--- src/pkg/drc_pkg.sv ---
/*
 Shared constants and types for the drive supervisory control block:
 register offsets, settings layout, reset values, trip cause codes,
 retry states and timing. Assumes a 40 MHz clock and a 32-bit Wishbone bus.
*/
`default_nettype none
package drc_pkg;
   // -----------------------------------------------------------------
   // Register offsets (byte addresses)
   // -----------------------------------------------------------------
   localparam logic [7:0] OFS_CTRL     = 8'h00;
   localparam logic [7:0] OFS_INTERVAL = 8'h04;
   localparam logic [7:0] OFS_RAMP     = 8'h08;
   localparam logic [7:0] OFS_CMD      = 8'h0C;
   localparam logic [7:0] OFS_STATUS   = 8'h10;
   localparam logic [7:0] OFS_TRIPVIEW = 8'h14;
   localparam logic [7:0] OFS_TOPF     = 8'h18;
   localparam logic [7:0] OFS_UPPERF   = 8'h1C;

   // Command register bit positions (write-only events)
   localparam int CMD_CONFIRM = 0;
   localparam int CMD_RESET   = 1;
   localparam int CMD_STOP    = 2;
   localparam int CMD_RUN     = 3;

   // -----------------------------------------------------------------
   // Settings layout, low bit first is retry_count_setting
   // -----------------------------------------------------------------
   typedef struct packed {
      logic       factory_restore_select;     // bit 16
      logic [2:0] low_speed_boost_setting;    // bits 15:13
      logic [1:0] power_loss_restart_select;  // bits 12:11
      logic       halt_method_select;         // bit 10
      logic       power_saving_select;        // bit 9
      logic [1:0] coasting_pickup_select;     // bits 8:7
      logic [1:0] ramp_shape_select;          // bits 6:5
      logic       fan_thermal_control_select; // bit 4
      logic [3:0] retry_count_setting;        // bits 3:0
   } drc_cfg_type;

   localparam int CFG_W = 17;
   localparam logic [16:0] CFG_RST = 17'h00010; // Fan under thermal control
   localparam logic [3:0] RETRY_MAX = 4'hA;
   localparam logic [4:0] INTERVAL_MIN = 5'h02;   // Seconds
   localparam logic [4:0] INTERVAL_MAX = 5'h14;
   localparam logic [4:0] INTERVAL_RST = 5'h02;
   localparam logic [15:0] RAMP_RST = 16'h003C;   // 0.1 s units
   localparam logic [15:0] RAMP_LIN_MIN = 16'h0002;
   localparam logic [15:0] RAMP_LIN_MAX = 16'h8CA0;
   localparam logic [15:0] TOPF_RST = 16'h0258;   // 0.1 Hz units
   localparam logic [15:0] UPPERF_RST = 16'h02BC;
   localparam logic [15:0] PICKUP_MAX = 16'h04B0; // 120.0 Hz

   // Trip cause codes
   localparam logic [3:0] TRIP_NONE                     = 4'h0;
   localparam logic [3:0] overcurrent_trip              = 4'h1;
   localparam logic [3:0] overvoltage_trip              = 4'h2;
   localparam logic [3:0] heatsink_overheat_trip        = 4'h3;
   localparam logic [3:0] brake_resistor_overheat_trip  = 4'h4;
   localparam logic [3:0] first_motor_overload_trip     = 4'h5;
   localparam logic [3:0] second_motor_overload_trip    = 4'h6;
   localparam logic [3:0] drive_overload_trip           = 4'h7;

   // Retry sequencer states
   typedef enum logic [1:0] {
      DRC_ST_RUN   = 2'b00,
      DRC_ST_WAIT  = 2'b01,
      DRC_ST_ALARM = 2'b10
   } drc_state_type;

   // Timing
   localparam int CLK_HZ     = 40000000;
   localparam int SEC_TIME_S = 1;
   localparam int CYC_PER_S  = CLK_HZ * SEC_TIME_S;
endpackage
`default_nettype wire

--- src/logic/drc_top.sv ---
/*
 Drive supervisory control: trip history, factory restore, automatic
 retry sequencer, fan switching, ramp shape, coasting pickup, energy
 saving and stop method. Assumes a classic Wishbone master, synchronous
 inputs and a power stage that acts on the start and stop outputs.
*/
// The Wishbone interface to the registers and the register addresses are this design's own decisions.
// Notes on behaviour
// - Keep four latest trips, read newest first
// - New trip shifts history, oldest dropped
// - Confirmed restore loads defaults, clears itself
// - Retry count 0 to 10, 0 disables
// - Retry interval 2 to 20 seconds
// - Only seven trip causes qualify for retry
// - After interval, issue own start command
// - Persisting cause trips again, waits again
// - Retries used up means alarm
// - Fan thermal control or always on
// - Ramp shape linear, weak, strong, non-linear
// - Curved shape holds ramp time mid-ramp
// - Extreme ramp time forces weak or strong curve to linear
// - Pickup at coasting frequency unless too high
// - Pickup off, power-loss only, or always
// - Power-loss pickup needs restart select 2/3
// - Light-load constant speed lowers voltage
// - No saving while ramping or torque limited
// - Stop method ramped or coast
// - Stop method applies only to stop command
`timescale 1ns/1ps
`default_nettype none
module drc_top
   import drc_pkg::*;
#(
   parameter int CYC_S = CYC_PER_S
) (
   input  wire logic        clk_in,
   input  wire logic        rstn_in,
   input  wire logic        wb_cyc_in,
   input  wire logic        wb_stb_in,
   input  wire logic        wb_we_in,
   input  wire logic [7:0]  wb_adr_in,
   input  wire logic [3:0]  wb_sel_in,
   input  wire logic [31:0] wb_dat_in,
   output logic      [31:0] wb_dat_out,
   output logic             wb_ack_out,
   input  wire logic        trip_in,
   input  wire logic [3:0]  trip_cause_in,
   input  wire logic        power_loss_restart_in,
   input  wire logic [15:0] coast_freq_in,
   input  wire logic        heatsink_hot_in,
   input  wire logic        accel_in,
   input  wire logic        decel_in,
   input  wire logic        at_speed_in,
   input  wire logic        stopped_in,
   input  wire logic        light_load_in,
   input  wire logic        torque_limit_in,
   output logic             start_out,
   output logic      [15:0] start_freq_out,
   output logic             pickup_out,
   output logic             auto_start_out,
   output logic             running_out,
   output logic             coast_out,
   output logic             ramp_stop_out,
   output logic             alarm_out,
   output logic             fan_on_out,
   output logic             energy_save_out,
   output logic      [1:0]  ramp_shape_out,
   output logic      [15:0] ramp_time_out
);
   // -----------------------------------------------------------------
   // Helpers
   // -----------------------------------------------------------------
   // Byte-lane merge, shared by every writable register except the command and trip view registers
   function automatic logic [31:0] drc_merge(input logic [31:0] o,
      input logic [31:0] n, input logic [3:0] s);
      logic [31:0] r;
      r = o;
      for (int b = 0; b < 4; b++) begin
         if (s[b]) begin
            r[8*b +: 8] = n[8*b +: 8];
         end
      end
      return r;
   endfunction

   // Clamp a value into a closed range
   function automatic logic [4:0] drc_clamp(input logic [4:0] v,
      input logic [4:0] lo, input logic [4:0] hi);
      return (v < lo) ? lo : ((v > hi) ? hi : v);
   endfunction

   localparam logic [25:0] SEC_LAST = 26'(CYC_S - 1);

   drc_cfg_type    cfg;
   drc_state_type  state;
   drc_state_type  next_state;
   logic [4:0]     interval;
   logic [15:0]    ramp_set;
   logic [15:0]    top_f;
   logic [15:0]    up_f;
   logic [3:0]     hist [4];
   logic [1:0]     view_ptr;
   logic [3:0]     used;
   logic [3:0]     next_used;
   logic [25:0]    sec_cnt;
   logic [4:0]     wait_s;
   logic           fire;

   // -----------------------------------------------------------------
   // Bus decode
   // -----------------------------------------------------------------
   wire req      = wb_cyc_in & wb_stb_in & ~wb_ack_out;
   wire wr       = req & wb_we_in;
   wire rd       = req & ~wb_we_in;
   wire hit_ctrl = wb_adr_in == OFS_CTRL;
   wire hit_int  = wb_adr_in == OFS_INTERVAL;
   wire hit_ramp = wb_adr_in == OFS_RAMP;
   wire hit_cmd  = wb_adr_in == OFS_CMD;
   wire hit_stat = wb_adr_in == OFS_STATUS;
   wire hit_view = wb_adr_in == OFS_TRIPVIEW;
   wire hit_topf = wb_adr_in == OFS_TOPF;
   wire hit_upf  = wb_adr_in == OFS_UPPERF;
   wire [31:0] m_ctrl = drc_merge({15'h0, cfg}, wb_dat_in, wb_sel_in);
   wire [31:0] m_int  = drc_merge({27'h0, interval}, wb_dat_in, wb_sel_in);
   wire [31:0] m_ramp = drc_merge({16'h0, ramp_set}, wb_dat_in, wb_sel_in);
   wire [31:0] m_topf = drc_merge({16'h0, top_f}, wb_dat_in, wb_sel_in);
   wire [31:0] m_upf  = drc_merge({16'h0, up_f}, wb_dat_in, wb_sel_in);
   wire cmd_ok  = wr & hit_cmd & wb_sel_in[0];
   wire confirm = cmd_ok & wb_dat_in[CMD_CONFIRM];
   wire cmd_rst = cmd_ok & wb_dat_in[CMD_RESET];
   wire cmd_stop = cmd_ok & wb_dat_in[CMD_STOP];
   wire cmd_run = cmd_ok & wb_dat_in[CMD_RUN];
   wire restore = confirm & cfg.factory_restore_select;

   // Count above ten is saturated so the sequencer never sees it
   drc_cfg_type new_cfg;
   always_comb begin
      new_cfg = drc_cfg_type'(m_ctrl[CFG_W-1:0]);
      if (new_cfg.retry_count_setting > RETRY_MAX) begin
         new_cfg.retry_count_setting = RETRY_MAX;
      end
   end

   // Read mux
   wire [31:0] status_word = {22'h0, energy_save_out, coast_out,
      running_out, fan_on_out, used, state};
   wire [31:0] rd_word = hit_ctrl ? {15'h0, cfg} :
                         hit_int  ? {27'h0, interval} :
                         hit_ramp ? {16'h0, ramp_set} :
                         hit_stat ? status_word :
                         hit_view ? {28'h0, hist[view_ptr]} :
                         hit_topf ? {16'h0, top_f} :
                         hit_upf  ? {16'h0, up_f} : 32'h0;

   // -----------------------------------------------------------------
   // Wishbone slave: one wait state, ack for every address
   // -----------------------------------------------------------------
   always_ff @(posedge clk_in or negedge rstn_in) begin
      if (!rstn_in) begin
         wb_ack_out <= 1'b0;
         wb_dat_out <= 32'h0;
      end else begin
         wb_ack_out <= req;
         wb_dat_out <= rd ? rd_word : 32'h0;
      end
   end

   // Settings; a confirmed restore wins over a same-cycle write
   always_ff @(posedge clk_in or negedge rstn_in) begin
      if (!rstn_in) begin
         cfg      <= drc_cfg_type'(CFG_RST);
         interval <= INTERVAL_RST;
         ramp_set <= RAMP_RST;
         top_f    <= TOPF_RST;
         up_f     <= UPPERF_RST;
      end else if (restore) begin
         cfg      <= drc_cfg_type'(CFG_RST);
         interval <= INTERVAL_RST;
         ramp_set <= RAMP_RST;
         top_f    <= TOPF_RST;
         up_f     <= UPPERF_RST;
      end else begin
         if (wr && hit_ctrl) cfg <= new_cfg;
         if (wr && hit_int)
            interval <= drc_clamp(m_int[4:0], INTERVAL_MIN,
                                  INTERVAL_MAX);
         if (wr && hit_ramp) ramp_set <= m_ramp[15:0];
         if (wr && hit_topf) top_f <= m_topf[15:0];
         if (wr && hit_upf) up_f <= m_upf[15:0];
      end
   end

   // -----------------------------------------------------------------
   // Trip history
   // -----------------------------------------------------------------
   always_ff @(posedge clk_in or negedge rstn_in) begin
      if (!rstn_in) begin
         hist[0] <= TRIP_NONE;
      end else if (trip_in) begin
         hist[0] <= trip_cause_in;
      end
   end

   genvar gi;
   generate
      for (gi = 1; gi < 4; gi++) begin : g_hist
         always_ff @(posedge clk_in or negedge rstn_in) begin
            if (!rstn_in) begin
               hist[gi] <= TRIP_NONE;
            end else if (trip_in) begin
               hist[gi] <= hist[gi-1];
            end
         end
      end
   endgenerate

   // Each read steps older; a write to the trip view rewinds to the newest entry
   always_ff @(posedge clk_in or negedge rstn_in) begin
      if (!rstn_in) begin
         view_ptr <= 2'h0;
      end else if (wr && hit_view) begin
         view_ptr <= 2'h0;
      end else if (rd && hit_view) begin
         view_ptr <= view_ptr + 2'h1;
      end
   end

   // -----------------------------------------------------------------
   // Retry sequencer
   // -----------------------------------------------------------------
   wire qual = (trip_cause_in >= overcurrent_trip) &&
               (trip_cause_in <= drive_overload_trip);
   wire can_retry = qual && (used < cfg.retry_count_setting);
   wire sec_tick = (state == DRC_ST_WAIT) && (sec_cnt == SEC_LAST);

   always_comb begin
      next_state = state;
      next_used  = used;
      fire       = 1'b0;
      case (state)
         DRC_ST_RUN: begin
            if (trip_in) begin
               next_state = can_retry ? DRC_ST_WAIT : DRC_ST_ALARM;
            end else if (at_speed_in) begin
               next_used = 4'h0;
            end
         end
         DRC_ST_WAIT: begin
            if (cmd_rst || cmd_stop) begin
               next_state = DRC_ST_RUN;
               next_used  = 4'h0;
            end else if (sec_tick && wait_s == 5'h01) begin
               fire       = 1'b1;
               next_state = DRC_ST_RUN;
               next_used  = used + 4'h1;
            end
         end
         DRC_ST_ALARM: begin
            if (cmd_rst) begin
               next_state = DRC_ST_RUN;
               next_used  = 4'h0;
            end
         end
         default: begin
            next_state = DRC_ST_ALARM;
         end
      endcase
   end

   // Second counter only runs while waiting, so each wait is whole
   always_ff @(posedge clk_in or negedge rstn_in) begin
      if (!rstn_in) begin
         state   <= DRC_ST_RUN;
         used    <= 4'h0;
         sec_cnt <= 26'h0;
         wait_s  <= 5'h0;
      end else begin
         state   <= next_state;
         used    <= next_used;
         sec_cnt <= (state != DRC_ST_WAIT || sec_tick) ? 26'h0
                    : sec_cnt + 26'h1;
         if (state != DRC_ST_WAIT) wait_s <= interval;
         else if (sec_tick) wait_s <= wait_s - 5'h01;
      end
   end

   // -----------------------------------------------------------------
   // Start, pickup and stop
   // -----------------------------------------------------------------
   wire man_start = (cmd_run | power_loss_restart_in) & ~trip_in &
                    (state == DRC_ST_RUN);
   wire start_ev  = fire | man_start;
   wire pick_en   = (cfg.coasting_pickup_select == 2'h2) ||
                    (cfg.coasting_pickup_select == 2'h1 &&
                     power_loss_restart_in &&
                     cfg.power_loss_restart_select[1]);
   wire pick_fit  = (coast_freq_in <= PICKUP_MAX) &&
                    (coast_freq_in <= top_f) &&
                    (coast_freq_in <= up_f);

   // Trip drops the output; stop method only follows a stop command
   always_ff @(posedge clk_in or negedge rstn_in) begin
      if (!rstn_in) begin
         start_out      <= 1'b0;
         start_freq_out <= 16'h0;
         pickup_out     <= 1'b0;
         auto_start_out <= 1'b0;
         running_out    <= 1'b0;
         coast_out      <= 1'b0;
         ramp_stop_out  <= 1'b0;
      end else begin
         start_out      <= start_ev;
         auto_start_out <= fire;
         pickup_out     <= start_ev & pick_en & pick_fit;
         ramp_stop_out  <= 1'b0;
         if (start_ev) begin
            start_freq_out <= (pick_en && pick_fit) ? coast_freq_in
                              : 16'h0;
            running_out    <= 1'b1;
            coast_out      <= 1'b0;
         end else if (trip_in) begin
            running_out <= 1'b0;
         end else if (cmd_stop && running_out) begin
            running_out   <= 1'b0;
            coast_out     <= cfg.halt_method_select;
            ramp_stop_out <= ~cfg.halt_method_select;
         end
      end
   end

   // -----------------------------------------------------------------
   // Ramp, fan, energy saving
   // -----------------------------------------------------------------
   wire ramp_free = (cfg.ramp_shape_select == 2'h0) || at_speed_in ||
                    stopped_in;
   wire ramp_xtr  = (ramp_time_out < RAMP_LIN_MIN) ||
                    (ramp_time_out > RAMP_LIN_MAX);
   wire s_curve   = (cfg.ramp_shape_select == 2'h1) ||
                    (cfg.ramp_shape_select == 2'h2);
   wire esave_ok  = cfg.power_saving_select && running_out &&
                    at_speed_in && light_load_in &&
                    (cfg.low_speed_boost_setting != 3'h0) &&
                    !accel_in && !decel_in && !torque_limit_in;

   // Pending ramp time lands at once on a linear ramp, else only at constant speed or standstill
   always_ff @(posedge clk_in or negedge rstn_in) begin
      if (!rstn_in) begin
         ramp_time_out   <= RAMP_RST;
         ramp_shape_out  <= 2'h0;
         fan_on_out      <= 1'b1;
         energy_save_out <= 1'b0;
         alarm_out       <= 1'b0;
      end else begin
         if (ramp_free) ramp_time_out <= ramp_set;
         ramp_shape_out  <= (s_curve && ramp_xtr) ? 2'h0
                            : cfg.ramp_shape_select;
         fan_on_out      <= ~cfg.fan_thermal_control_select |
                            heatsink_hot_in;
         energy_save_out <= esave_ok;
         alarm_out       <= next_state == DRC_ST_ALARM;
      end
   end
endmodule
`default_nettype wire

--- config.mk ---
export PLATFORM = sky130hd
export DESIGN_NAME = drc_top
export DESIGN_NICKNAME = d
export VERILOG_FILES = /design/src/pkg/drc_pkg.sv /design/src/logic/drc_top.sv
export SDC_FILE = /design/constraint.sdc
export NUM_CORES = 1
export LEC_CHECK = 0
export BUFFER_PORTS_ARGS = -buffer_cell sky130_fd_sc_hd__buf_2
export CORE_ASPECT_RATIO = 0.75
export CORE_MARGIN = 4
export CORE_UTILIZATION = 59
export CTS_BUF_LIST = sky130_fd_sc_hd__clkbuf_4 sky130_fd_sc_hd__clkbuf_8
export DETAILED_ROUTE_END_ITERATION = 8
export PLACE_DENSITY = 0.81
export SYNTH_ARGS = -nofsm -noshare
export SYNTH_HDL_FRONTEND = slang
export SYNTH_SLANG_ARGS = --single-unit
--- constraint.sdc ---
create_clock -name clk_in -period 2.8 [get_ports clk_in]
set_input_delay 0.42 -clock clk_in [delete_from_list [all_inputs] [get_ports clk_in]]
set_output_delay 0.42 -clock clk_in [all_outputs]
set_load 0.005 [all_outputs]
After elaboration in Yosys (flattened, before gate mapping)
Cells that the tools add are included.
{"block": "totals", "regBits": 186, "inputBits": 78, "out_inout_bits": 76, "word_cells": 225}
{"block": "classes", "addsub": 4, "n_lt_le_gt_ge": 12, "eq_ne": 22, "mux": 60, "bitwise_logic": 24, "reduce_logical": 63}
{"cell": "16-bit two-way mux", "count": 13}
{"cell": "17-bit two-way mux", "count": 4}
{"cell": "5-bit two-way mux", "count": 7}
{"cell": "8-bit by 5-bit == test with 1-bit output (second input constant)", "count": 4}
{"cell": "16-bit less-or-equal comparator", "count": 2}
{"cell": "4-bit two-way mux", "count": 8}
{"cell": "26-bit by 1-bit adder with 26-bit output (second input constant)", "count": 1}
{"cell": "26-bit == test (second input constant)", "count": 1}
{"cell": "26-bit two-way mux", "count": 1}
{"cell": "1-bit logical AND", "count": 25}
{"cell": "8-bit two-way mux", "count": 3}
{"cell": "2-bit nonzero test", "count": 11}
{"cell": "2-bit AND reduction", "count": 10}
{"cell": "8-bit by 4-bit == test with 1-bit output (second input constant)", "count": 2}
{"cell": "16-bit greater-than comparator (second input constant)", "count": 1}
{"cell": "16-bit by 11-bit less-or-equal comparator with 1-bit output (second input constant)", "count": 1}
{"cell": "16-bit by 2-bit < comparator with 1-bit output (second input constant)", "count": 1}
{"cell": "2-bit two-way mux", "count": 8}
{"cell": "1-bit bitwise AND", "count": 15}
{"cell": "1-bit two-way mux", "count": 13}
{"cell": "4-bit case mux with 3 select lines", "count": 1}
{"cell": "3-bit nonzero test", "count": 3}
{"cell": "4-bit binary-select mux with 2-bit select", "count": 1}
{"cell": "2-bit == test (second input constant)", "count": 4}
{"cell": "other kinds (25)", "count": 45}

Depth between registers and ports, before layout
{"block": "depth", "ltp_word": 12, "mapped_depth": 11}

Worst setup path after synthesis
No wires, ideal clock.
{"block": "synth_path", "kind": "input-to-reg", "start": "input wb_adr_in[7]", "end": "register top_f[0]", "setup_ns": 0.125, "arrival_ns": 2.419, "t_required_ns": 2.675, "slack_ns": 0.256, "cell_stages": 6, "path_buffers": 1, "path_cell_list": "or4_4 -> or4_4 -> or2_4 -> buf_6 -> a21o_4 -> mux2_4"}
{"block": "synth_via", "elab_chain_len": 7, "elab_cells_between_ends": 11, "cone_classes": "2 x eq/ne; 1 x mux; 4 x bitwise; 4 x reduce/logical"}
{"element": "start, declared", "line": "drc_top.sv:41", "text": "input wire logic [7:0] wb_adr_in,"}
{"element": "8-bit by 4-bit == test with 1-bit output", "line": "drc_top.sv:118", "text": "wire hit_cmd = wb_adr_in == OFS_CMD;"}
{"element": "1-bit bitwise AND (2 in series)", "line": "drc_top.sv:128", "text": "wire cmd_ok = wr & hit_cmd & wb_sel_in[0];"}
{"element": "1-bit bitwise AND", "line": "drc_top.sv:129", "text": "wire confirm = cmd_ok & wb_dat_in[CMD_CONFIRM];"}
{"element": "1-bit bitwise AND", "line": "drc_top.sv:133", "text": "wire restore = confirm & cfg.factory_restore_select;"}
{"element": "2-bit nonzero test (no source line)"}
{"element": "2-bit AND reduction (no source line)"}
{"element": "end signal, assigned", "line": "drc_top.sv:188", "text": "if (wr && hit_topf) top_f <= m_topf[15:0];"}
{"element": "end, declared", "line": "drc_top.sv:99", "text": "logic [15:0] top_f;"}
Parallel ways exist; a longest one is shown, timed or not.
A chain may end at the register's enable or synchronous reset.

Final worst setup path
{"block": "layout_path", "start": "register sec_cnt[0]", "end": "register start_freq_out[7]"}
{"block": "layout_via", "elab_chain_len": 7}
{"element": "start, declared", "line": "drc_top.sv:105", "text": "logic [25:0] sec_cnt;"}
{"element": "start signal, assigned", "line": "drc_top.sv:280", "text": "sec_cnt <= (state != DRC_ST_WAIT || sec_tick) ? 26'h0"}
{"element": "26-bit == test", "line": "drc_top.sv:234", "text": "wire sec_tick = (state == DRC_ST_WAIT) && (sec_cnt == SEC_LAST);"}
{"element": "1-bit logical AND", "line": "drc_top.sv:234"}
{"element": "1-bit logical AND", "line": "drc_top.sv:252", "text": "end else if (sec_tick && wait_s == 5'h01) begin"}
{"element": "1-bit two-way mux", "line": "drc_top.sv:252"}
{"element": "1-bit two-way mux", "line": "drc_top.sv:249", "text": "if (cmd_rst || cmd_stop) begin"}
{"element": "1-bit two-way mux", "line": "drc_top.sv:240", "text": "case (state)"}
{"element": "1-bit OR", "line": "drc_top.sv:292", "text": "wire start_ev = fire | man_start;"}
{"element": "named net start_ev", "line": "drc_top.sv:292"}
{"element": "end signal, assigned", "line": "drc_top.sv:317", "text": "start_freq_out <= (pick_en && pick_fit) ? coast_freq_in"}
{"element": "end, declared", "line": "drc_top.sv:58", "text": "output logic [15:0] start_freq_out,"}
The timed path passes the listed nets, and every way through them passes these cells.

==> metrics list <==
- The most used flip-flop cell after synthesis is dfrtp_1.
* Flip-flop and latch count after synthesis: 186
* Detailed Place HPWL: 19700 um
- Total Routed Length: approximately 26000 um
- At the worst endpoint, the arrival time is 2.98 ns.
- Share of synthesized flip-flops with an asynchronous set or reset: between 90% and 100%
- The total overflow left after global routing is 0.
- WS Path Type: flip-flop to flip-flop
- Slew HR: 46.9%
- Diodes inserted: 0
* Syn Std Cell Area: between 0.009 and 0.01 mm2
- IR analysis of the VDD net gives a maximum drop of ~0.3 mV.
- TritonCTS created 17 clock buffers.
- After layout, the minimum clock period comes to 2.61 ns.
* WP buf/inv: 1
* Area growth from synthesis to final layout: 14.5%
* Switching component of the power: 1.45 mW
* Slew at the pin with the worst max-slew slack: just under 0.8 ns
- CTS sink cnt: 186
* CTS H-tree lvls: 4
- The number of cells on the worst reg-to-reg path is 8.
- Of the total power, combinational logic draws a little over 8%.
- The cell count after synthesis came out at 955.
- Clock tree synthesis selected as its root buffer the cell clkbuf_8.
- Number of buffer cells added on primary ports: about 120
- In this design, the largest share of critical-path delay is due to simple AND/OR/NAND/NOR gates.
- Pwr dens: 458 mW/mm2
- The initial antenna violation count was 0.
- For the worst-skew pair, the clock arrives at the later sink with an insertion delay of 0.48 ns.
- Crit share post-route: 93.3%
- The critical path runs through a total of 8 cells.
* Number of detailed-routing iterations run before antenna repair: 9
- In the final routed layout, each cell accounts on average for a little under 20 um.
- The final layout contains 1210 nets.
* Power share of the sequential group: 55.1%
- Relative contribution of the clock network to total power: 36.8%
- The worst hold path passes through 2 cells.
- STA classifies the critical path startpoint as a flip-flop.
- On the worst path, the slowest cell contributes a delay of a little over 0.4 ns.
- Initial core utilization: 60.3%
- Sequential-to-total area share from yosys stat: 48.5%
- Pin count of the biggest net entering global routing: 56
* Critical path's slowest cell: dfrtp_1
* Hold violation total from the final report: 0
* Result of the run: completed
* CTS Buffer Depth: 2
* DRC violation total after the first TritonRoute iteration: 1000
- Unrepaired setup endpoints after global routing: no
- Standby leakage power: 5.22 nW
- Global routing used between 20% and 30% of the available tracks across all layers.
- Fraction of layout instances using a drive strength above 1: 26.7%
* Distinct cell type count after synthesis: 66
* Via count of the first global-routing pass: 7633
* Vias after detailed routing: 7976
* Postcts setup bufs: 0
- Fin Setup TNS: 0 ns
- Yosys synthesis warning count: 0
* Worst-path cell chain: ha_1 > and4_1 > and2_1 > nand4_1 > o21a_1 > clkinv_4 > nand3_2 > o31ai_2
* Max Fanout on Critical Path: 11
* Required time of the critical path: 3.17 ns
- Clock-pin slew was measured on the worst setup and hold paths at 0.12 ns.
- Number of max-capacitance violations reported: 0
- Proportion of total power due to net switching: around 29%
- Based on the critical path, the design can be clocked at up to 383 MHz.
- Antenna Nets Post-Route: 0
* DRC: 0
* Area enclosed by the die boundary: ~0.018 mm2
- CTS tree: built
- Via count normalized by instance count: ~6
- Floorplan Core Area: around 0.016 mm2
- Number of placed I/O pins: 154
- Internal power comes to 3.61 mW.
- First-pass GRT wire length: 41000 um
- In this run the vertical extent of the chip is 119 um.
- Die W: approximately 160 um
* Final setup vio count: 0
* Setup skew after layout: around 0.023 ns
- Avg Synthesized Cell Area: 10.1 um2
- Std cell rows: 40
- Total count of max-transition violations in the final report: 0
- The synthesized design contains 0 enable-type register cells.
* HP Class: input pin to flip-flop
- The design draws 5.06 mW.
- Kind of capture point of the worst setup path: flip-flop
- The congestion estimate from routability-driven global placement came to 0.915.
## timing repair
item                                   in CTS  in global routing
gates resized for setup                     0                  1
endpoints found under the hold margin      46                  0
hold buffers                                1                  0
setup endpoints to repair                   0                 11
## final cells by class
type | instances | area [um2]
flip-flops and latches | 186 | 4680
inverters | 49 | 189
clock buffers | 17 | 234
clock inverters | 15 | 188
fillers | 1217 | 4970
multi-input cells | 679 | 4550
repair buffers | 159 | 947
well taps | 210 | 263
## registers in the layout (all words and copies together) (netlist names), 2 cells and up
register / cells
cfg: 17
hist: 16
interval: 5
ramp_set: 16
ramp_shape_out: 2
ramp_time_out: 16
sec_cnt: 26
start_freq_out: 16
state: 2
top_f: 16
up_f: 16
used: 4
view_ptr: 2
wait_s: 5
wb_dat_out: 17
## Yosys cell counts (5+ instances only)
master	n	area [um2]
inv_1	48	180
nor4b_1	6	52.6
nor4_1	10	62.6
and3_1	8	50.1
a22oi_1	9	67.6
and4_1	9	78.8
nand4_1	8	50.1
o31ai_2	10	125
o31ai_1	5	37.5
nor3_1	22	110
buf_4	15	113
o21ai_0	44	220
a21oi_1	56	280
xnor2_1	11	96.3
and2_1	24	150
clkbuf_1	31	116
ha_1	40	500
nand3_1	31	155
nand2b_1	9	56.3
mux2i_1	8	80.1
nor2_1	74	278
nor2b_1	5	31.3
nand2_1	116	435
dfrtp_1	165	4130
dfstp_2	21	552
a222oi_1	14	140
xor2_1	15	131
mux2_2	52	586
or3_1	8	50.1
a21o_1	6	45.0
## cell usage in the layout (no fill, tap or decap), drive strengths merged, types with 11 or more instances in the layout
cell type | synthesis | routed
ha | 40 | 40
xor2 | 15 | 15
a222oi | 14 | 14
inv | 48 | 57
nand2 | 116 | 116
conb | 1 | 15
mux2 | 55 | 55
and2 | 24 | 24
dfrtp | 165 | 165
o31ai | 15 | 15
dfstp | 21 | 21
buf | 24 | 158
nor2 | 74 | 74
nor3 | 23 | 23
xnor2 | 11 | 11
clkbuf | 31 | 17
a21oi | 56 | 56
o21ai | 48 | 48
nand3 | 32 | 32
## metrics by stage
step | utilization [%] | area (um2) | hold WS (ns) | setup slack, ns | std cells
after floorplan | - | 9700 | 0.124 | 0.256 | 969
after global placement | 66.3 | 10600 | 0.406 | 0.0536 | 1282
after detailed placement | 66.3 | 10600 | 0.405 | -0.00430 | 1282
after CTS | 69.0 | 11000 | 0.140 | 0.129 | 1315
after global routing | 69.0 | 11000 | 0.152 | 0.0134 | 1315
final | 69.0 | 11000 | 0.158 | 0.188 | 1315
## power by group through the flow
| stage | logic (mW) | clock network, mW | registers [mW] |
|---|---|---|---|
| 4_1_cts | 0.404 | 1.89 | 2.79 |
| 2_1_floorplan | 0.211 | 0 | 2.82 |
| 3_3_place_gp | 0.389 | 0 | 2.83 |
| 6_report | 0.408 | 1.86 | 2.79 |
| 5_1_grt | 0.449 | 1.99 | 2.80 |
| 3_5_place_dp | 0.402 | 0 | 2.84 |
## routing by layer
| layer | up-vias | track usage [%] | share of wire (%) |
|---|---|---|---|
| met1 | 3846 | 43.4 | 45 |
| met5 | - | 0 | 0 |
| li1 | 3635 | - | - |
| met2 | 464 | 38.2 | 41 |
| met4 | 0 | 6.89 | 1.6 |
| met3 | 31 | 9.33 | 13 |
## path summary, 6_finish.rpt
kind	end	from	slack, ns
max in group asynchronous	up_f[7]	rstn_in	1.53
worst min-delay path	fan_on_out	heatsink_hot_in	0.16
worst min register to register	fan_on_out	cfg[4]	0.48
worst max register to register	start_freq_out[7]	sec_cnt[0]	0.19
worst max-delay path	start_freq_out[7]	sec_cnt[0]	0.19
min in group asynchronous	sec_cnt[11]	rstn_in	0.46
## cells by family (layout without fill, tap and decap cells)
group	count (synthesis)	in the layout	synth area share, %
AND/OR/NAND/NOR	346	346	17.6
flip-flops	186	186	48.5
AO/OA/AOI/OAI	184	184	12.9
buffers and inverters	104	240	5.02
multiplexers	67	67	8.30
adder cells (fa/ha/maj)	41	41	5.29
XOR/XNOR	26	26	2.36
other	1	15	0.0389
Power figures use the tool's default switching activity.
